===== config.mk =====
export PLATFORM = sky130hd
export DESIGN_NAME = baud_gen
export DESIGN_NICKNAME = d
export VERILOG_FILES = /design/src/brg_pkg.sv /design/src/baud_gen.sv
export VERILOG_INCLUDE_DIRS = /design/src
export SDC_FILE = /design/constraint.sdc
export NUM_CORES = 1
export LEC_CHECK = 0
export ABC_AREA = 0
export BUFFER_PORTS_ARGS = -buffer_cell sky130_fd_sc_hd__buf_2
export CAP_MARGIN = 10
export CORE_MARGIN = 1
export CORE_UTILIZATION = 30
export CTS_CLUSTER_DIAMETER = 150
export DETAILED_ROUTE_END_ITERATION = 12
export GPL_TIMING_DRIVEN = 0
export PLACE_DENSITY = 0.58
export SETUP_SLACK_MARGIN = 0.15
export SLEW_MARGIN = 30
export SYNTH_ARGS = -nofsm -noshare
export SYNTH_HDL_FRONTEND = slang
export SYNTH_SLANG_ARGS = --single-unit

===== constraint.sdc =====
create_clock -name core_clk -period 9.4 [get_ports core_clk]
set_input_delay 0.47 -clock core_clk [delete_from_list [all_inputs] [get_ports core_clk]]
set_output_delay 0.47 -clock core_clk [all_outputs]
set_load 0.05 [all_outputs]

===== src/brg_consts.svh =====
// Constants for the baud-rate generator: offsets, fields, reset values
`ifndef BRG_CONSTS_SVH
`define BRG_CONSTS_SVH
`define ADDR_MODE        12'h004
`define ADDR_DIVIDER     12'h020
`define ADDR_ETU         12'h040
`define ADDR_STATUS      12'h044
`define MODE_SRC_LSB     4
`define MODE_SRC_MSB     5
`define MODE_SYNC_BIT    8
`define MODE_PINOUT_BIT  18
`define MODE_OVER_BIT    19
`define MODE_SPEC_LSB    0
`define MODE_SPEC_MSB    3
`define DIV_WHOLE_MSB    15
`define DIV_FRAC_LSB     16
`define DIV_FRAC_MSB     18
`define ETU_MSB          10
`define ETU_RESET        11'h174
`define PRESCALE_DIV     3'h7
`define OVER16_LAST      4'hF
`define OVER8_LAST       4'h7
`define SRC_MAIN         2'h0
`define SRC_MAIN_DIV8    2'h1
`define SRC_PIN          2'h3
`define SPEC_NORMAL      4'h0
`define SPEC_CARD0       4'h4
`define SPEC_CARD1       4'h6
`endif


===== src/brg_pkg.sv =====
// Types shared by the baud-rate generator
package brg_pkg;
	typedef struct packed {
		logic       sample_tick;
		logic       bit_tick;
		logic       etu_tick;
	} brg_ticks_type;

	typedef enum logic [1:0] {
		st_off    = 2'b00,
		st_reload = 2'b01,
		st_count  = 2'b11
	} div_state_type;
endpackage : brg_pkg


===== src/baud_gen.sv =====
// Baud-rate generator with APB slave register access
//
// Chosen here: the placing of the registers and the APB slave port.
`include "brg_consts.svh"
module baud_gen
(
	// Clock and reset
	input  wire logic                   core_clk,
	input  wire logic                   rst,
	// APB slave
	input  wire logic                   psel,
	input  wire logic                   penable,
	input  wire logic                   pwrite,
	input  wire logic [11:0]            paddr,
	input  wire logic [31:0]            pwdata,
	output logic      [31:0]            prdata,
	output logic                        pready,
	output logic                        pslverr,
	// Serial clock pin
	input  wire logic                   sck_in,
	output logic                        sck_out,
	output logic                        sck_oe,
	// Clock enables to receiver and transmitter
	output brg_pkg::brg_ticks_type      ticks
);
	// Registers
	logic [31:0] mode_register_ff;
	logic [18:0] baud_divider_register_ff;
	logic [10:0] etu_ratio_value_ff;

	// Field views
	logic [1:0]  clock_source_select;
	logic        clocked_link_select;
	logic        clock_output_enable;
	logic        sample_rate_select;
	logic [3:0]  spec_mode;
	logic [15:0] clock_divisor;
	logic [2:0]  fraction_part;
	logic        card_mode;
	assign clock_source_select = mode_register_ff[`MODE_SRC_MSB:`MODE_SRC_LSB];
	assign clocked_link_select = mode_register_ff[`MODE_SYNC_BIT];
	assign clock_output_enable = mode_register_ff[`MODE_PINOUT_BIT];
	assign sample_rate_select  = mode_register_ff[`MODE_OVER_BIT];
	assign spec_mode           = mode_register_ff[`MODE_SPEC_MSB:`MODE_SPEC_LSB];
	assign clock_divisor       = baud_divider_register_ff[`DIV_WHOLE_MSB:0];
	assign fraction_part       = baud_divider_register_ff[`DIV_FRAC_MSB:`DIV_FRAC_LSB];
	assign card_mode = (spec_mode == `SPEC_CARD0) || (spec_mode == `SPEC_CARD1);

	// APB decode; slave answers in the access cycle, zero wait states
	logic wr_en;
	logic addr_ok;
	assign wr_en   = psel && penable && pwrite;
	assign addr_ok = (paddr == `ADDR_MODE) || (paddr == `ADDR_DIVIDER)
		|| (paddr == `ADDR_ETU) || (paddr == `ADDR_STATUS);

	// Register writes
	// They land at the access edge, the same edge at which pready is sampled high
	always_ff @(posedge core_clk or posedge rst)
	begin
		if (rst)
		begin
			mode_register_ff         <= 32'h0000_0000;
			baud_divider_register_ff <= 19'h0_0000;
			etu_ratio_value_ff       <= `ETU_RESET;
		end
		else if (wr_en)
		begin
			case (paddr)
				`ADDR_MODE:    mode_register_ff <= pwdata;
				`ADDR_DIVIDER: baud_divider_register_ff <= pwdata[`DIV_FRAC_MSB:0];
				`ADDR_ETU:     etu_ratio_value_ff <= pwdata[`ETU_MSB:0];
				default:       ;
			endcase
		end
	end

	// Pin synchroniser: first stage read only by the second
	// Reset to the pin's pulled-up idle level so no false edge follows reset
	logic sck_meta_ff;
	logic sck_sync_ff;
	logic sck_prev_ff;
	always_ff @(posedge core_clk or posedge rst)
	begin
		if (rst)
		begin
			sck_meta_ff <= 1'b1;
			sck_sync_ff <= 1'b1;
			sck_prev_ff <= 1'b1;
		end
		else
		begin
			sck_meta_ff <= sck_in;
			sck_sync_ff <= sck_meta_ff;
			sck_prev_ff <= sck_sync_ff;
		end
	end
	logic sck_rise;
	assign sck_rise = sck_sync_ff && !sck_prev_ff; // Needs pin phases over one period

	// Fixed divide-by-eight prescaler
	// Free-running, so its phase never depends on when software writes
	logic [2:0] pre_cnt_ff;
	always_ff @(posedge core_clk or posedge rst)
	begin
		if (rst)
			pre_cnt_ff <= 3'h0;
		else
			pre_cnt_ff <= pre_cnt_ff + 3'h1;
	end

	// Source selection as a one-cycle enable
	logic src_tick;
	always_comb
	begin
		case (clock_source_select)
			`SRC_MAIN:      src_tick = 1'b1;
			`SRC_MAIN_DIV8: src_tick = (pre_cnt_ff == `PRESCALE_DIV);
			`SRC_PIN:     src_tick = sck_rise;
			default:      src_tick = 1'b1;
		endcase
	end

	// Main divider; divisor and fraction are latched at reload, except divisor zero, which stops it at once
	brg_pkg::div_state_type state_ff;
	logic [15:0] div_cnt_ff;
	logic [15:0] cur_div_ff;
	logic [2:0]  frac_acc_ff;
	logic        frac_en;
	logic [3:0]  frac_sum;
	logic        extra_cycle;
	logic        extra_ff;
	assign frac_en  = (fraction_part != 3'h0) && (spec_mode == `SPEC_NORMAL)
		&& !clocked_link_select;
	assign frac_sum    = {1'b0, frac_acc_ff} + {1'b0, fraction_part};
	assign extra_cycle = frac_en && frac_sum[3];

	logic div_tick;
	assign div_tick = src_tick && (state_ff != brg_pkg::st_off) && (div_cnt_ff == 16'h0001)
		&& !extra_ff;

	always_ff @(posedge core_clk or posedge rst)
	begin
		if (rst)
		begin
			state_ff    <= brg_pkg::st_off;
			div_cnt_ff  <= 16'h0000;
			cur_div_ff  <= 16'h0000;
			frac_acc_ff <= 3'h0;
			extra_ff    <= 1'b0;
		end
		else if (clock_divisor == 16'h0000)
		begin
			state_ff   <= brg_pkg::st_off; // No divider clock; only the pin ticks of sync_pin mode remain
			div_cnt_ff <= 16'h0000;
			extra_ff   <= 1'b0;
		end
		else if (state_ff == brg_pkg::st_off || (src_tick && div_cnt_ff == 16'h0001 && !extra_ff))
		begin
			// Reload: pick up new divisor and fraction here only
			state_ff    <= brg_pkg::st_reload;
			cur_div_ff  <= clock_divisor;
			div_cnt_ff  <= clock_divisor; // One reloads to one: divider bypassed
			frac_acc_ff <= frac_en ? frac_sum[2:0] : 3'h0;
			extra_ff    <= extra_cycle; // Stretch by one source cycle
		end
		else if (src_tick)
		begin
			state_ff <= brg_pkg::st_count;
			if (extra_ff)
				extra_ff <= 1'b0;
			else
				div_cnt_ff <= div_cnt_ff - 16'h0001;
		end
	end

	// Oversampling divider by 16 or 8, rate latched at its own wrap
	// A rate change mid-bit would otherwise give one short, corrupt bit period
	logic [3:0] over_cnt_ff;
	logic       over8_ff;
	logic [3:0] over_last;
	assign over_last = over8_ff ? `OVER8_LAST : `OVER16_LAST;
	always_ff @(posedge core_clk or posedge rst)
	begin
		if (rst)
		begin
			over_cnt_ff <= 4'h0;
			over8_ff    <= 1'b0;
		end
		else if (div_tick)
		begin
			if (over_cnt_ff >= over_last)
			begin
				over_cnt_ff <= 4'h0;
				over8_ff    <= sample_rate_select;
			end
			else
				over_cnt_ff <= over_cnt_ff + 4'h1;
		end
	end

	// Smart-card sampling divider forms the bit time
	// Held at zero outside card mode so each card session starts a fresh bit
	logic [10:0] etu_cnt_ff;
	logic        etu_wrap;
	assign etu_wrap = (etu_cnt_ff >= etu_ratio_value_ff - 11'h001);
	always_ff @(posedge core_clk or posedge rst)
	begin
		if (rst)
			etu_cnt_ff <= 11'h000;
		else if (!card_mode || etu_ratio_value_ff == 11'h000)
			etu_cnt_ff <= 11'h000;
		else if (div_tick)
			etu_cnt_ff <= etu_wrap ? 11'h000 : etu_cnt_ff + 11'h001;
	end

	// Shared tick outputs
	logic sync_pin;
	logic nxt_bit;
	assign sync_pin = clocked_link_select && (clock_source_select == `SRC_PIN);
	always_comb
	begin
		if (sync_pin)
			nxt_bit = sck_rise; // Pin is the bit clock, divisor ignored
		else if (card_mode)
			nxt_bit = div_tick && etu_wrap && (etu_ratio_value_ff != 11'h000);
		else if (clocked_link_select)
			nxt_bit = div_tick;
		else
			nxt_bit = div_tick && (over_cnt_ff >= over_last);
	end
	always_ff @(posedge core_clk or posedge rst)
	begin
		if (rst)
			ticks <= '0;
		else
		begin
			ticks.sample_tick <= sync_pin ? sck_rise : div_tick;
			ticks.bit_tick    <= nxt_bit; // Same tick to rx and tx
			ticks.etu_tick    <= card_mode && nxt_bit;
		end
	end

	// Serial clock output: high for the first half of each divider period, divisor one aside.
	// An odd divisor above one cannot split into equal whole cycles with one clock
	// edge, so its high phase is one cycle longer; an exact 50:50 ratio
	// needs an even divisor or divisor one
	logic [16:0] half_pt;
	logic        nxt_sck;
	assign half_pt = {1'b0, cur_div_ff} >> 1;
	always_comb
	begin
		if (state_ff == brg_pkg::st_off)
			nxt_sck = 1'b0;
		else if (cur_div_ff == 16'h0001)
		begin
			// Bypassed: track the source as closely as one clock allows
			case (clock_source_select)
				`SRC_MAIN_DIV8: nxt_sck = pre_cnt_ff[2];
				`SRC_PIN:       nxt_sck = sck_sync_ff;
				default:        nxt_sck = ~sck_out;
			endcase
		end
		else
			nxt_sck = ({1'b0, div_cnt_ff} > half_pt); // Near 50:50
	end
	always_ff @(posedge core_clk or posedge rst)
	begin
		if (rst)
		begin
			sck_out <= 1'b0;
			sck_oe  <= 1'b0;
		end
		else
		begin
			sck_out <= nxt_sck;
			sck_oe  <= (card_mode && clock_output_enable)
				|| (clocked_link_select && !sync_pin && clock_output_enable);
		end
	end

	// APB read and answer
	// Data taken from the setup address, so it stands for the whole access cycle
	always_ff @(posedge core_clk or posedge rst)
	begin
		if (rst)
		begin
			prdata  <= 32'h0000_0000;
			pready  <= 1'b0;
			pslverr <= 1'b0;
		end
		else
		begin
			pready  <= psel && !penable;
			pslverr <= psel && !penable && !addr_ok;
			case (paddr)
				`ADDR_MODE:    prdata <= mode_register_ff;
				`ADDR_DIVIDER: prdata <= {13'h0000, baud_divider_register_ff};
				`ADDR_ETU:     prdata <= {21'h00_0000, etu_ratio_value_ff};
				`ADDR_STATUS:  prdata <= {27'h000_0000, frac_acc_ff, state_ff == brg_pkg::st_off,
					sck_sync_ff};
				default:       prdata <= 32'h0000_0000;
			endcase
		end
	end
endmodule : baud_gen


# == Word-level counts from Yosys, hierarchy flattened ==
# Index checks and enable logic that the tools add are counted.
# word_totals
reg_bits,161
input_bits,50
out_inout_bits,39
wordCells,121
# classes
n_addsub,6
n_lt_le_gt_ge,3
eq_ne,12
muxes,25
n_bitwise,2
n_reduce_logical,50
# op_table
op,count
$pmux W32 S4,1
$mux W16,4
$mux W11,3
$eq A16 B1 Y1 const B,2
$eq A12 B7 Y1 const B,2
$logic_and A1 B1 Y1,21
$gt A16 B15 Y1,1
$logic_not A16 Y1,1
$sub A16 B1 Y16 const B,1
$eq A12 B3 Y1 const B,1
$eq A12 B6 Y1 const B,1
$reduce_and A2 Y1,6
$add A11 B1 Y11 const B,1
$ge A11 B11 Y1,1
$logic_not A11 Y1,1
$reduce_bool A11 Y1,1
$sub A11 B1 Y11 const B,1
$mux W1,9
$eq A4 B3 Y1 const B,2
$mux W4,2
$logic_not A1 Y1,7
$logic_or A1 B1 Y1,7
$mux W2,3
$reduce_bool A3 Y1,2
14 further kinds,17

# == Logic depth before layout (Yosys ltp) ==
# Gate-level depths: netlist (run 1).
# logic_depth
ltp_word,11
ltp_mapped,13
mapped_depth_nobuf,11

# == Worst setup path after synthesis (run 1) ==
# OpenSTA, ideal clock, no wires.
# synth_path
kind,register to register
startpoint,register etu_ratio_value_ff[3]
endpoint,register etu_cnt_ff[3]
setup_time_ns,0.096
arrival_ns,2.989
t_required_ns,9.304
setup_slack_ns,6.316
stages_incl_launch_ff,14
n_path_buf,2
period_less_slack_ns,3.084
cell_sequence,dfrtp_1 > or3_1 > clkbuf_1 > nor3_1 > nand2b_1 > nor4_1 > xnor2_1 > ha_1 > nand2_1 > nor4_1 > a221oi_1 > clkbuf_1 > nand3_2 > o31ai_1
# synth_via
elab_chain_len,5
word_cells_on_any_way,8
cone_classes,add/sub (1); order compare (1); mux (3); reduce/logical (3)
# synth_rtl
item,line_no,source
"start, declared",baud_gen.sv:29,logic [10:0] etu_ratio_value_ff;
"start signal, assigned",baud_gen.sv:64,etu_ratio_value_ff <= `ETU_RESET;
"start signal, assigned",baud_gen.sv:71,`ADDR_ETU: etu_ratio_value_ff <= pwdata[`ETU_MSB:0];
$sub A11 B1 Y11,baud_gen.sv:205,assign etu_wrap = (etu_cnt_ff >= etu_ratio_value_ff - 11'h001);
$ge A11 B11 Y1,baud_gen.sv:205,
$mux W11,baud_gen.sv:213,etu_cnt_ff <= etu_wrap ? 11'h000 : etu_cnt_ff + 11'h001;
$mux W11,baud_gen.sv:212,else if (div_tick)
$mux W11,baud_gen.sv:210,else if (!card_mode || etu_ratio_value_ff == 11'h000)
"end signal, assigned",baud_gen.sv:213,
"end, declared",baud_gen.sv:203,logic [10:0] etu_cnt_ff;
# Several ways; a longest one is shown, not always the timed one. The select of a mux whose other input is x is not followed.
# A chain may end at the register's enable or synchronous reset.

# == Worst setup path in the final report (run 1) ==
# Same ends and word-level chain as after synthesis.

==> run_results.csv, run 1 <==
group,metric,value,unit
critical_path,timing.rr.start,"etu_ratio_value_ff[3]",
critical_path,worst-path-buf-inv,2,
clock_network,tritoncts_num_sinks,161,
die,top_level_ports,89,
die,placeable_core_region,0.0254,mm2
hold_path,holdCritPathClass,"primary input to async pin",
critical_path,critical_path.most_common_cell,"sky130_fd_sc_hd__clkbuf_1",
clock_network,post_cts_hold_buffers,0,
yosys,synth_top_cell_by_area,"sky130_fd_sc_hd__dfrtp_1",
global_route,grt_pass1_wl,32.3,mm
placed_design,place.detailed.hpwl,14.7,mm
yosys,ys_seq_elements,161,
timing,maxClockFrequency,0.261,GHz
power,power-per-cell-area,157,mW/mm2
clock_network,tritoncts_clock_tree,"yes",
finish,final_layout_size_suffix_gt1_share,27.0,%
timing,setup_skew_after_layout,0.0140,ns
global_route,globalRouteOverflowTotal,0,
routing,dr.pass1.iters,5,
clock_network,clock_tree.buffer_depth,2,
yosys,number_of_flops_mapped_to_enable_cells_by_yosys,0,
global_route,gr-usage-met2,23.2,%
die,die_h,164,um
global_route,grt_busiest_layer,"met2",
yosys,syn_area,0.00784,mm2
routing,dr_total_vias,5951,
routing,post_drt_via_cell_ratio,5.17,
yosys,number_of_warnings_issued_by_yosys,0,
yosys,yosys.area.top_type_share,48.9,%
yosys,synth.area.top_cells,"sky130_fd_sc_hd__dfrtp_1 49%, sky130_fd_sc_hd__mux2_2 8.6%, sky130_fd_sc_hd__ha_1 5.9%",
global_route,globalRouteMet3Util,3.68,%
clock_network,cts_resized,0,
die,die-width,164,um
die,initial_utilization,30.8,%
routing,wl_per_cell,17.4,um
critical_path,max_stage_delay,0.44,ns
power,finalPower,1470,uW
yosys,average_footprint_of_a_synthesized_cell,11.2,um2
timing,final_min_period_over_clock_period,40.7,%
timing,setup_repair_after_global_routing_missed_its_margin,"no",
critical_path,start_kind,"flip-flop",
finish,post_layout_nonfiller_instances,1151,
finish,number_of_antenna_diodes,0,
finish,final_common_cell,"sky130_fd_sc_hd__dfrtp_1",
die,fp.dieArea,0.0268,mm2
timing,final-hold-violation-count,0,
critical_path,setup.worst_path.class,"flip-flop to flip-flop",
global_route,global_route.usage.total,15.8,%
clock_network,cts_post_setup_buffers_inserted,0,
placed_design,port_buffers,88,
critical_path,worst_path_max_delay_cell,"sky130_fd_sc_hd__clkbuf_1",
routing,drt_iter0_drc,430,
power,power.ir.vdd_worst,106,uV
global_route,grt_antenna_before_repair,0,
die,num_rows,58,
timing,setup_viol,0,
power,leakagePower,0.00450,uW
critical_path,timing.critical_path.from,"etu_ratio_value_ff[3]",
critical_path,timing.critical_path.required,9.73,ns
finish,num-nets-final,896,
routing,drt_drc_violations_left,0,
finish,final.fill_count,2561,
clock_network,worst_skew_pair.late_latency,0.43,ns
yosys,synth_ff_type,"sky130_fd_sc_hd__dfrtp_1",
yosys,synthesis.nets,788,
critical_path,cp_max_fo,10,
timing,tns,0,ns
clock_network,cts_inserted_buffers,17,
flow_run,maxCapViolCount,0,
critical_path,top_cell_family_by_delay_on_the_critical_path,"simple AND/OR/NAND/NOR gates",
yosys,synth-seq-area-share,51.5,%
timing,post-route-min-period,3.83,ns
timing,maxSlewViolCount,0,
timing,relSlewSlack,41.7,%
routing,route.final.wire_length,20.0,mm
finish,layout_common_cells,"153 x sky130_fd_sc_hd__dfrtp_1, 99 x sky130_fd_sc_hd__buf_2, 60 x sky130_fd_sc_hd__mux2_2",
yosys,cell_count_after_synthesis,700,
clock_network,cts_htree_levels,4,
global_route,grt_util_met1,22.7,%
global_route,grt_pass1_vias,5878,
global_route,largest_net_degree_at_the_start_of_global_routing,89,
placed_design,place.gp.congestion,0.842,
timing,max_slew.worst_pin.slew,0.868,ns
critical_path,crit_path_end_kind,"flip-flop",
yosys,async_flop_share,100,%
routing,ant_nets,0,
critical_path,timing.critical_path.arrival,4.15,ns
critical_path,critical_path.cell_chain,"or3_1 > clkbuf_1 > nor3_1 > nand2b_1 > nor4_1 > xnor2_1 > ha_1 > nand2_1 > o21ai_0 > a221oi_1 > clkbuf_1 > nand3_2 > o31ai_1",
run_status,run_status,"completed",
clock_network,clock_pin_slew_worst_setup_and_hold_paths,0.06,ns
finish,multi_input_comb_area,0.00353,mm2
finish,area.sequential,0.00404,mm2
placed_design,place.detailed.instances,1119,
timing,whs,0.112,ns
clock_network,cts_root_buf,"sky130_fd_sc_hd__clkbuf_16",
finish,synthToLayoutAreaGrowth,19.2,%
yosys,yosysUniqueCellTypes,67,
[registers in the layout (all words and copies together), names as in the netlist, 4 cells and up]
name                      cells
etu_ratio_value_ff           11
div_cnt_ff                   16
baud_divider_register_ff     19
cur_div_ff                   16
mode_register_ff             32
over_cnt_ff                   4
prdata                       32
etu_cnt_ff                   11
[final timing paths]
path	end	slack, ns	cells after the start
max	etu_cnt_ff[3]	5.57	13
min	mode_register_ff[6]	0.11	2
max reg2reg	etu_cnt_ff[3]	5.57	13
min reg2reg	sck_sync_ff	0.36	0
max in group asynchronous	sck_prev_ff	8.45	3
min in group core_clk	sck_meta_ff	0.14	1
[power breakdown]
part	switching, uW	leakage, uW	internal [uW]
logic	34.7	0.00200	17.9
registers	2.22	0.00220	697
clock network	299	0.000303	419
[kinds of logic (layout without fill, tap and decap cells)]
family                   after synthesis  in the layout  share of synthesized area (%)
AO/OA/AOI/OAI                        137            137                           12.1
multiplexers                          64             64                           9.18
AND/OR/NAND/NOR                      212            212                           15.3
flip-flops                           161            161                           51.5
adder cells (fa/ha/maj)               38             38                           6.16
XOR/XNOR                              20             20                           2.24
buffers and inverters                 68            189                           3.43
[synthesized netlist by cell type, types with 5 or more instances]
library cell	number
sky130_fd_sc_hd__a21oi_1	22
sky130_fd_sc_hd__a222oi_1	11
sky130_fd_sc_hd__a22o_1	9
sky130_fd_sc_hd__a32oi_1	8
sky130_fd_sc_hd__and2_1	13
sky130_fd_sc_hd__and4_1	6
sky130_fd_sc_hd__buf_2	11
sky130_fd_sc_hd__clkbuf_1	19
sky130_fd_sc_hd__dfrtp_1	153
sky130_fd_sc_hd__dfstp_2	8
sky130_fd_sc_hd__ha_1	37
sky130_fd_sc_hd__inv_1	38
sky130_fd_sc_hd__mux2_2	60
sky130_fd_sc_hd__nand2_1	59
sky130_fd_sc_hd__nand2b_1	8
sky130_fd_sc_hd__nand3_1	20
sky130_fd_sc_hd__nand4_1	6
sky130_fd_sc_hd__nor2_1	22
sky130_fd_sc_hd__nor2b_1	5
sky130_fd_sc_hd__nor3_1	18
sky130_fd_sc_hd__nor4_1	15
sky130_fd_sc_hd__nor4b_1	6
sky130_fd_sc_hd__o211ai_1	5
sky130_fd_sc_hd__o21ai_0	40
sky130_fd_sc_hd__o31ai_1	7
sky130_fd_sc_hd__or3_1	5
sky130_fd_sc_hd__xnor2_1	12
sky130_fd_sc_hd__xor2_1	8
[routing by layer]
metal	share of wire, %	vias to the layer above
li1	-	2791
met2	44	175
met3	5.7	19
met4	1.4	0
met5	0	-
met1	49	2966
[stage by stage]
| step | setup WS (ns) | area, um2 | utilization [%] |
|---|---|---|---|
| 2_1_floorplan | 4.59 | 7840 | - |
| 3_3_place_gp | 2.48 | 8690 | 34.2 |
| 3_5_place_dp | 5.64 | 8730 | 34.4 |
| 4_1_cts | 5.61 | 9340 | 36.8 |
| 5_1_grt | 5.35 | 9340 | 36.8 |
| 6_report | 5.57 | 9340 | 36.8 |
[area by class of cell]
cell class | count | share of cell area, %
multi-input cells | 471 | 37.8
repair buffers | 89 | 5.01
clock buffers | 20 | 5.00
plain buffers | 30 | 1.35
flip-flops and latches | 161 | 43.2
well taps | 330 | 4.42
inverters | 38 | 1.61
clock inverters | 12 | 1.57
Power figures use the tool's default switching activity.
==> run 2, diff against run 1 <==
clock period = 3.85 ns   (was 9.4 ns; I/O delays follow)
==> run_results.csv, run 2 (synthesis results as in run 1) <==
group,metric,value,unit
finish,number_of_antenna_diodes,0,
die,placeable_core_region,0.0254,mm2
critical_path,ff2ff_setup_slack,0.49,ns
power,power.ir.vdd_worst,308,uV
clock_network,clock_tree.buffer_depth,2,
run_status,run_status,"completed",
critical_path,crit_path_end_kind,"flip-flop",
clock_network,worst_skew_pair.late_latency,0.43,ns
flow_run,maxCapViolCount,0,
power,clkPwrFrac,47.4,%
global_route,grt_antenna_before_repair,0,
die,initial_utilization,30.8,%
finish,final_layout_size_suffix_gt1_share,26.7,%
global_route,largest_net_degree_at_the_start_of_global_routing,29,
placed_design,post_dp_cell_area,0.00883,mm2
clock_network,tritoncts_clock_tree,"yes",
placed_design,port_buffers,88,
timing,max_slew.worst_pin.slew,0.893,ns
hold_path,holdCritPathClass,"primary input to flip-flop",
routing,drt_drc_violations_left,0,
finish,layout_cell_area_excl_fill,0.00962,mm2
routing,post_drt_via_cell_ratio,5.16,
die,num_rows,58,
finish,layout_common_cells,"153 x sky130_fd_sc_hd__dfrtp_1, 100 x sky130_fd_sc_hd__buf_2, 60 x sky130_fd_sc_hd__mux2_2",
routing,dr.pass1.iters,5,
routing,route.final.wire_length,20.6,mm
timing,tns,0,ns
critical_path,setup.worst_path.class,"flip-flop to flip-flop",
critical_path,max_stage_delay,0.46,ns
clock_network,cts_post_setup_buffers_inserted,0,
critical_path,timing.critical_path.arrival,3.69,ns
timing,final-hold-violation-count,0,
routing,drt_iter0_drc,450,
placed_design,place.detailed.hpwl,15.3,mm
die,die_h,164,um
critical_path,start_kind,"flip-flop",
timing,setup_skew_after_layout,0.0152,ns
die,fp.dieArea,0.0268,mm2
timing,maxSlewViolCount,0,
timing,relSlewSlack,40.0,%
power,p_sw_share,23.0,%
global_route,global_route.usage.total,16.3,%
finish,synthToLayoutAreaGrowth,22.7,%
clock_network,cts_htree_levels,4,
power,power_frac_comb,4.5,%
timing,setup_viol,0,
clock_network,cts_inserted_buffers,17,
finish,final_common_cell,"sky130_fd_sc_hd__dfrtp_1",
critical_path,timing.critical_path.required,4.18,ns
finish,finish.utilization,37.9,%
power,power-per-cell-area,369,mW/mm2
clock_network,tritoncts_num_sinks,161,
critical_path,critical_path.cell_chain,"or3_1 > clkbuf_1 > nor3_2 > nand2b_1 > nor4_1 > xnor2_1 > ha_1 > nand2_1 > o21ai_0 > a221oi_2 > buf_2 > nand3_2 > o31ai_1",
timing,setup_repair_after_global_routing_missed_its_margin,"no",
timing,post-route-min-period,3.36,ns
power,leakagePower,0.00460,uW
finish,layout_top_registers,"mode_register_ff: 32 flops, prdata: 32 flops, baud_divider_register_ff: 19 flops",
placed_design,place.gp.congestion,0.857,
power,power.net_switching,814,uW
critical_path,cp_max_fo,10,
clock_network,clock_pin_slew_worst_setup_and_hold_paths,0.06,ns
timing,maxClockFrequency,0.298,GHz
clock_network,cts_root_buf,"sky130_fd_sc_hd__clkbuf_16",
routing,dr_total_vias,6069,
die,die-width,164,um
critical_path,worst-path-buf-inv,2,
global_route,globalRouteOverflowTotal,0,
global_route,grt_pass1_wl,33.2,mm
power,share_seq_of_total_power,48.2,%
critical_path,worst_path_max_delay_cell,"sky130_fd_sc_hd__dfrtp_1",
timing,final_min_period_over_clock_period,87.2,%
die,top_level_ports,89,
critical_path,top_cell_family_by_delay_on_the_critical_path,"simple AND/OR/NAND/NOR gates",
power,power.internal,2730,uW
routing,ant_nets,0,
global_route,grt_pass1_vias,5935,
routing,wl_per_cell,17.5,um
finish,num-nets-final,921,
==> run 2: final timing paths <==
| kind | cells after the start | startpoint | to |
|---|---|---|---|
| min in group asynchronous | 3 | rst | prdata[6] |
| worst max register to register | 13 | etu_ratio_value_ff[3] | etu_cnt_ff[7] |
| worst min-delay path | 2 | pwdata[16] | mode_register_ff[16] |
| max in group asynchronous | 6 | rst | prdata[28] |
| worst max-delay path | 13 | etu_ratio_value_ff[3] | etu_cnt_ff[7] |
| worst min register to register | 0 | sck_meta_ff | sck_sync_ff |
==> run 2: per-layer routing <==
| layer | global-route usage (%) | vias to the layer above | share of wire [%] |
|---|---|---|---|
| met3 | 3.61 | 25 | 6.1 |
| met5 | 0 | - | 0 |
| li1 | - | 2839 | - |
| met2 | 23.1 | 193 | 43 |
| met4 | 6.78 | 0 | 2.2 |
| met1 | 23.7 | 3012 | 48 |
==> run 2: stage by stage <==
stage                     setup WS (ns)  hold slack [ns]  std cells  power, uW
after floorplan                   0.766            0.197        700       1810
after global placement           0.0977            0.304       1118       1870
after detailed placement         0.0844            0.287       1124       1880
after CTS                         0.251          0.00425       1176       3570
after global routing              0.152           0.0125       1176       3670
final                             0.492           0.0205       1176       3540
==> run 2: layout make-up <==
cell class | instances | area (um2)
Buffer | 30 | 128
Clock buffer | 21 | 440
Clock inverter | 11 | 130
Fill cell | 2554 | 15800
Inverter | 38 | 146
Multi-Input combinational cell | 471 | 3540
Sequential cell | 161 | 4040
Tap cell | 330 | 413
Timing Repair Buffer | 114 | 776
==> run 2: power by group through the flow <==
stage | clock network [uW] | logic (uW) | registers [uW]
after floorplan | 0 | 65.3 | 1740
after global placement | 0 | 127 | 1740
after detailed placement | 0 | 145 | 1740
after CTS | 1710 | 161 | 1710
after global routing | 1780 | 178 | 1710
final | 1680 | 159 | 1710
==> run 2: worst reg2reg max path, stage by stage (launching register included) <==
cell and delay [ns]:
sky130_fd_sc_hd__dfrtp_1 0.46, sky130_fd_sc_hd__or3_1 0.36, sky130_fd_sc_hd__clkbuf_1 0.18, sky130_fd_sc_hd__nor3_2 0.19, sky130_fd_sc_hd__nand2b_1 0.10, sky130_fd_sc_hd__nor4_1 0.28, sky130_fd_sc_hd__xnor2_1 0.18, sky130_fd_sc_hd__ha_1 0.25
sky130_fd_sc_hd__nand2_1 0.11, sky130_fd_sc_hd__o21ai_0 0.12, sky130_fd_sc_hd__a221oi_2 0.26, sky130_fd_sc_hd__buf_2 0.29, sky130_fd_sc_hd__nand3_2 0.21, sky130_fd_sc_hd__o31ai_1 0.27
==> run 2: what timing repair did <==
action / in CTS / in global routing
endpoints found under the setup margin: 4 / 13
hold endpoints to repair: 35 / 0
resized for setup: 1 / 3
gates cloned: 0 / 0
hold buffers: 20 / 0
==> run 3, diff against run 2 <==
GPL_TIMING_DRIVEN = unset   (was 0)
==> run_results.csv, run 3 (synthesis results as in run 1) <==
group,metric,value,unit
run_status,run_status,"completed",
critical_path,crit_path_end_kind,"flip-flop",
critical_path,max_stage_delay,0.50,ns
power,power_frac_comb,4.1,%
clock_network,tritoncts_clock_tree,"yes",
clock_network,cts_inserted_buffers,17,
die,initial_utilization,30.8,%
placed_design,detailedPlace.worstSlack,0.504,ns
clock_network,cts_post_setup_buffers_inserted,0,
finish,num-nets-final,900,
timing,relSlewSlack,45.5,%
die,die_h,164,um
routing,top_signal_layer_used,"met4",
power,power-per-cell-area,381,mW/mm2
power,power.ir.vdd_worst,220,uV
finish,number_of_antenna_diodes,0,
finish,final_common_cell,"sky130_fd_sc_hd__dfrtp_1",
routing,post_drt_via_cell_ratio,5.16,
die,num_rows,58,
timing,post-route-min-period,3.24,ns
die,top_level_ports,89,
critical_path,critical_path.most_common_cell,"sky130_fd_sc_hd__nor4_1",
global_route,grt_antenna_before_repair,0,
finish,synthToLayoutAreaGrowth,22.0,%
routing,dr.pass1.iters,5,
global_route,largest_net_degree_at_the_start_of_global_routing,74,
clock_network,tritoncts_num_sinks,161,
finish,final.fill_count,2500,
critical_path,critical_path.cell_chain,"or3_1 > nor3_2 > nand2b_1 > nor4_1 > xnor2_1 > ha_1 > nand2_1 > nor4_1 > a221oi_1 > buf_4 > or4b_1 > a21oi_1",
timing,maxClockFrequency,0.309,GHz
clock_network,clock_tree.buffer_depth,2,
finish,finish.utilization,37.6,%
global_route,globalRouteOverflowTotal,0,
critical_path,cp_max_fo,11,
hold_path,holdCritPathClass,"primary input to flip-flop",
timing,maxSlewViolCount,0,
die,fp.dieArea,0.0268,mm2
routing,drt_drc_violations_left,0,
timing,final_critical_path_setup_slack,0.609,ns
timing,max_slew.worst_pin.slew,0.807,ns
timing,final_min_period_over_clock_period,84.2,%
global_route,grt_pass1_wl,32.3,mm
routing,m1WireLength,9.37,mm
finish,layout_common_cells,"153 x sky130_fd_sc_hd__dfrtp_1, 88 x sky130_fd_sc_hd__buf_2, 60 x sky130_fd_sc_hd__mux2_2",
finish,layout_top_registers,"mode_register_ff: 32 flops, prdata: 32 flops, baud_divider_register_ff: 19 flops",
placed_design,port_buffers,88,
die,placeable_core_region,0.0254,mm2
timing,setup_viol,0,
placed_design,place.detailed.hpwl,14.1,mm
routing,route.final.wire_length,19.8,mm
timing,whs,0.0149,ns
power,leakagePower,0.00458,uW
critical_path,timing.critical_path.arrival,3.59,ns
power,p_sw_share,22.8,%
routing,wl_per_cell,17.2,um
routing,dr_total_vias,5963,
power,power.net_switching,830,uW
power,power.internal,2810,uW
critical_path,setup.worst_path.class,"flip-flop to flip-flop",
timing,setup_repair_after_global_routing_missed_its_margin,"no",
power,share_seq_of_total_power,46.9,%
placed_design,place.gp.congestion,0.823,
routing,routed-wl-met2,9.02,mm
finish,post_layout_nonfiller_instances,1155,
die,die-width,164,um
placed_design,place.detailed.instances,1102,
flow_run,maxCapViolCount,0,
clock_network,worst_skew_pair.late_latency,0.43,ns
clock_network,clock_pin_slew_worst_setup_and_hold_paths,0.06,ns
global_route,grt_pass1_vias,5910,
timing,final-hold-violation-count,0,
routing,met3_wirelength,1.17,mm
timing,tns,0,ns
power,clkPwrFrac,49.0,%
global_route,global_route.usage.total,15.8,%
clock_network,cts_htree_levels,4,
routing,drt_iter0_drc,350,
routing,ant_nets,0,
critical_path,start_kind,"flip-flop",
critical_path,worst_path_max_delay_cell,"sky130_fd_sc_hd__or4b_1",
clock_network,cts_root_buf,"sky130_fd_sc_hd__clkbuf_16",
finish,final_layout_size_suffix_gt1_share,27.5,%
timing,setup_skew_after_layout,0.00972,ns
critical_path,timing.critical_path.required,4.19,ns
[run 3: path summary, 6_finish.rpt]
| kind | start | endpoint | slack [ns] | cells after the start |
|---|---|---|---|---|
| setup / recovery | etu_ratio_value_ff[3] | ticks[0] | 0.61 | 12 |
| hold / removal | pwdata[13] | mode_register_ff[13] | 0.01 | 2 |
| setup reg to reg | etu_ratio_value_ff[3] | ticks[0] | 0.61 | 12 |
| hold reg to reg | sck_meta_ff | sck_sync_ff | 0.36 | 0 |
| max in group asynchronous | rst | sck_meta_ff | 2.61 | 4 |
| min in group asynchronous | rst | prdata[5] | 0.41 | 3 |
[run 3: cell type report]
cell class	count	area, um2	share of cell area (%)
clock buffers	19	443	4.63
clock inverters	13	174	1.82
inverters	38	146	1.53
multi-input cells	471	3560	37.3
flip-flops and latches	161	4040	42.3
well taps	330	413	4.32
repair buffers	123	781	8.17
[run 3: metal layers]
layer,track usage [%],vias up
li1,-,2791
met1,22.3,2990
met2,23.4,167
met3,3.96,15
met4,5.09,0
met5,0,-
[run 3: timing repair]
item	CTS	global route
endpoints found under the hold margin	48	2
resized for setup	0	1
hold buffers	19	2
endpoints found under the setup margin	0	1
[run 3: through the flow]
stage	area [um2]	total power [uW]
floorplan	7840	1810
global placement	8720	1870
detailed placement	8720	1870
CTS	9530	3670
global route	9560	3780
finish	9560	3640
[run 3: power by group through the flow]
stage | clock (uW) | combinational [uW] | sequential (uW)
after floorplan | 0 | 65.3 | 1740
after global placement | 0 | 133 | 1740
after detailed placement | 0 | 134 | 1740
after CTS | 1820 | 149 | 1710
after global routing | 1910 | 166 | 1710
final | 1790 | 148 | 1710
[run 3: critical path, delay by kind of cell (launching register included)]
family | cells | cell delay (ns)
AOI/OAI and AO/OA | 2 | 0.27
xor gates and xnor gates | 1 | 0.12
adders and majority gates | 1 | 0.28
buffers and inverters | 1 | 0.20
DFF | 1 | 0.42
and+or+nand+nor | 7 | 1.87
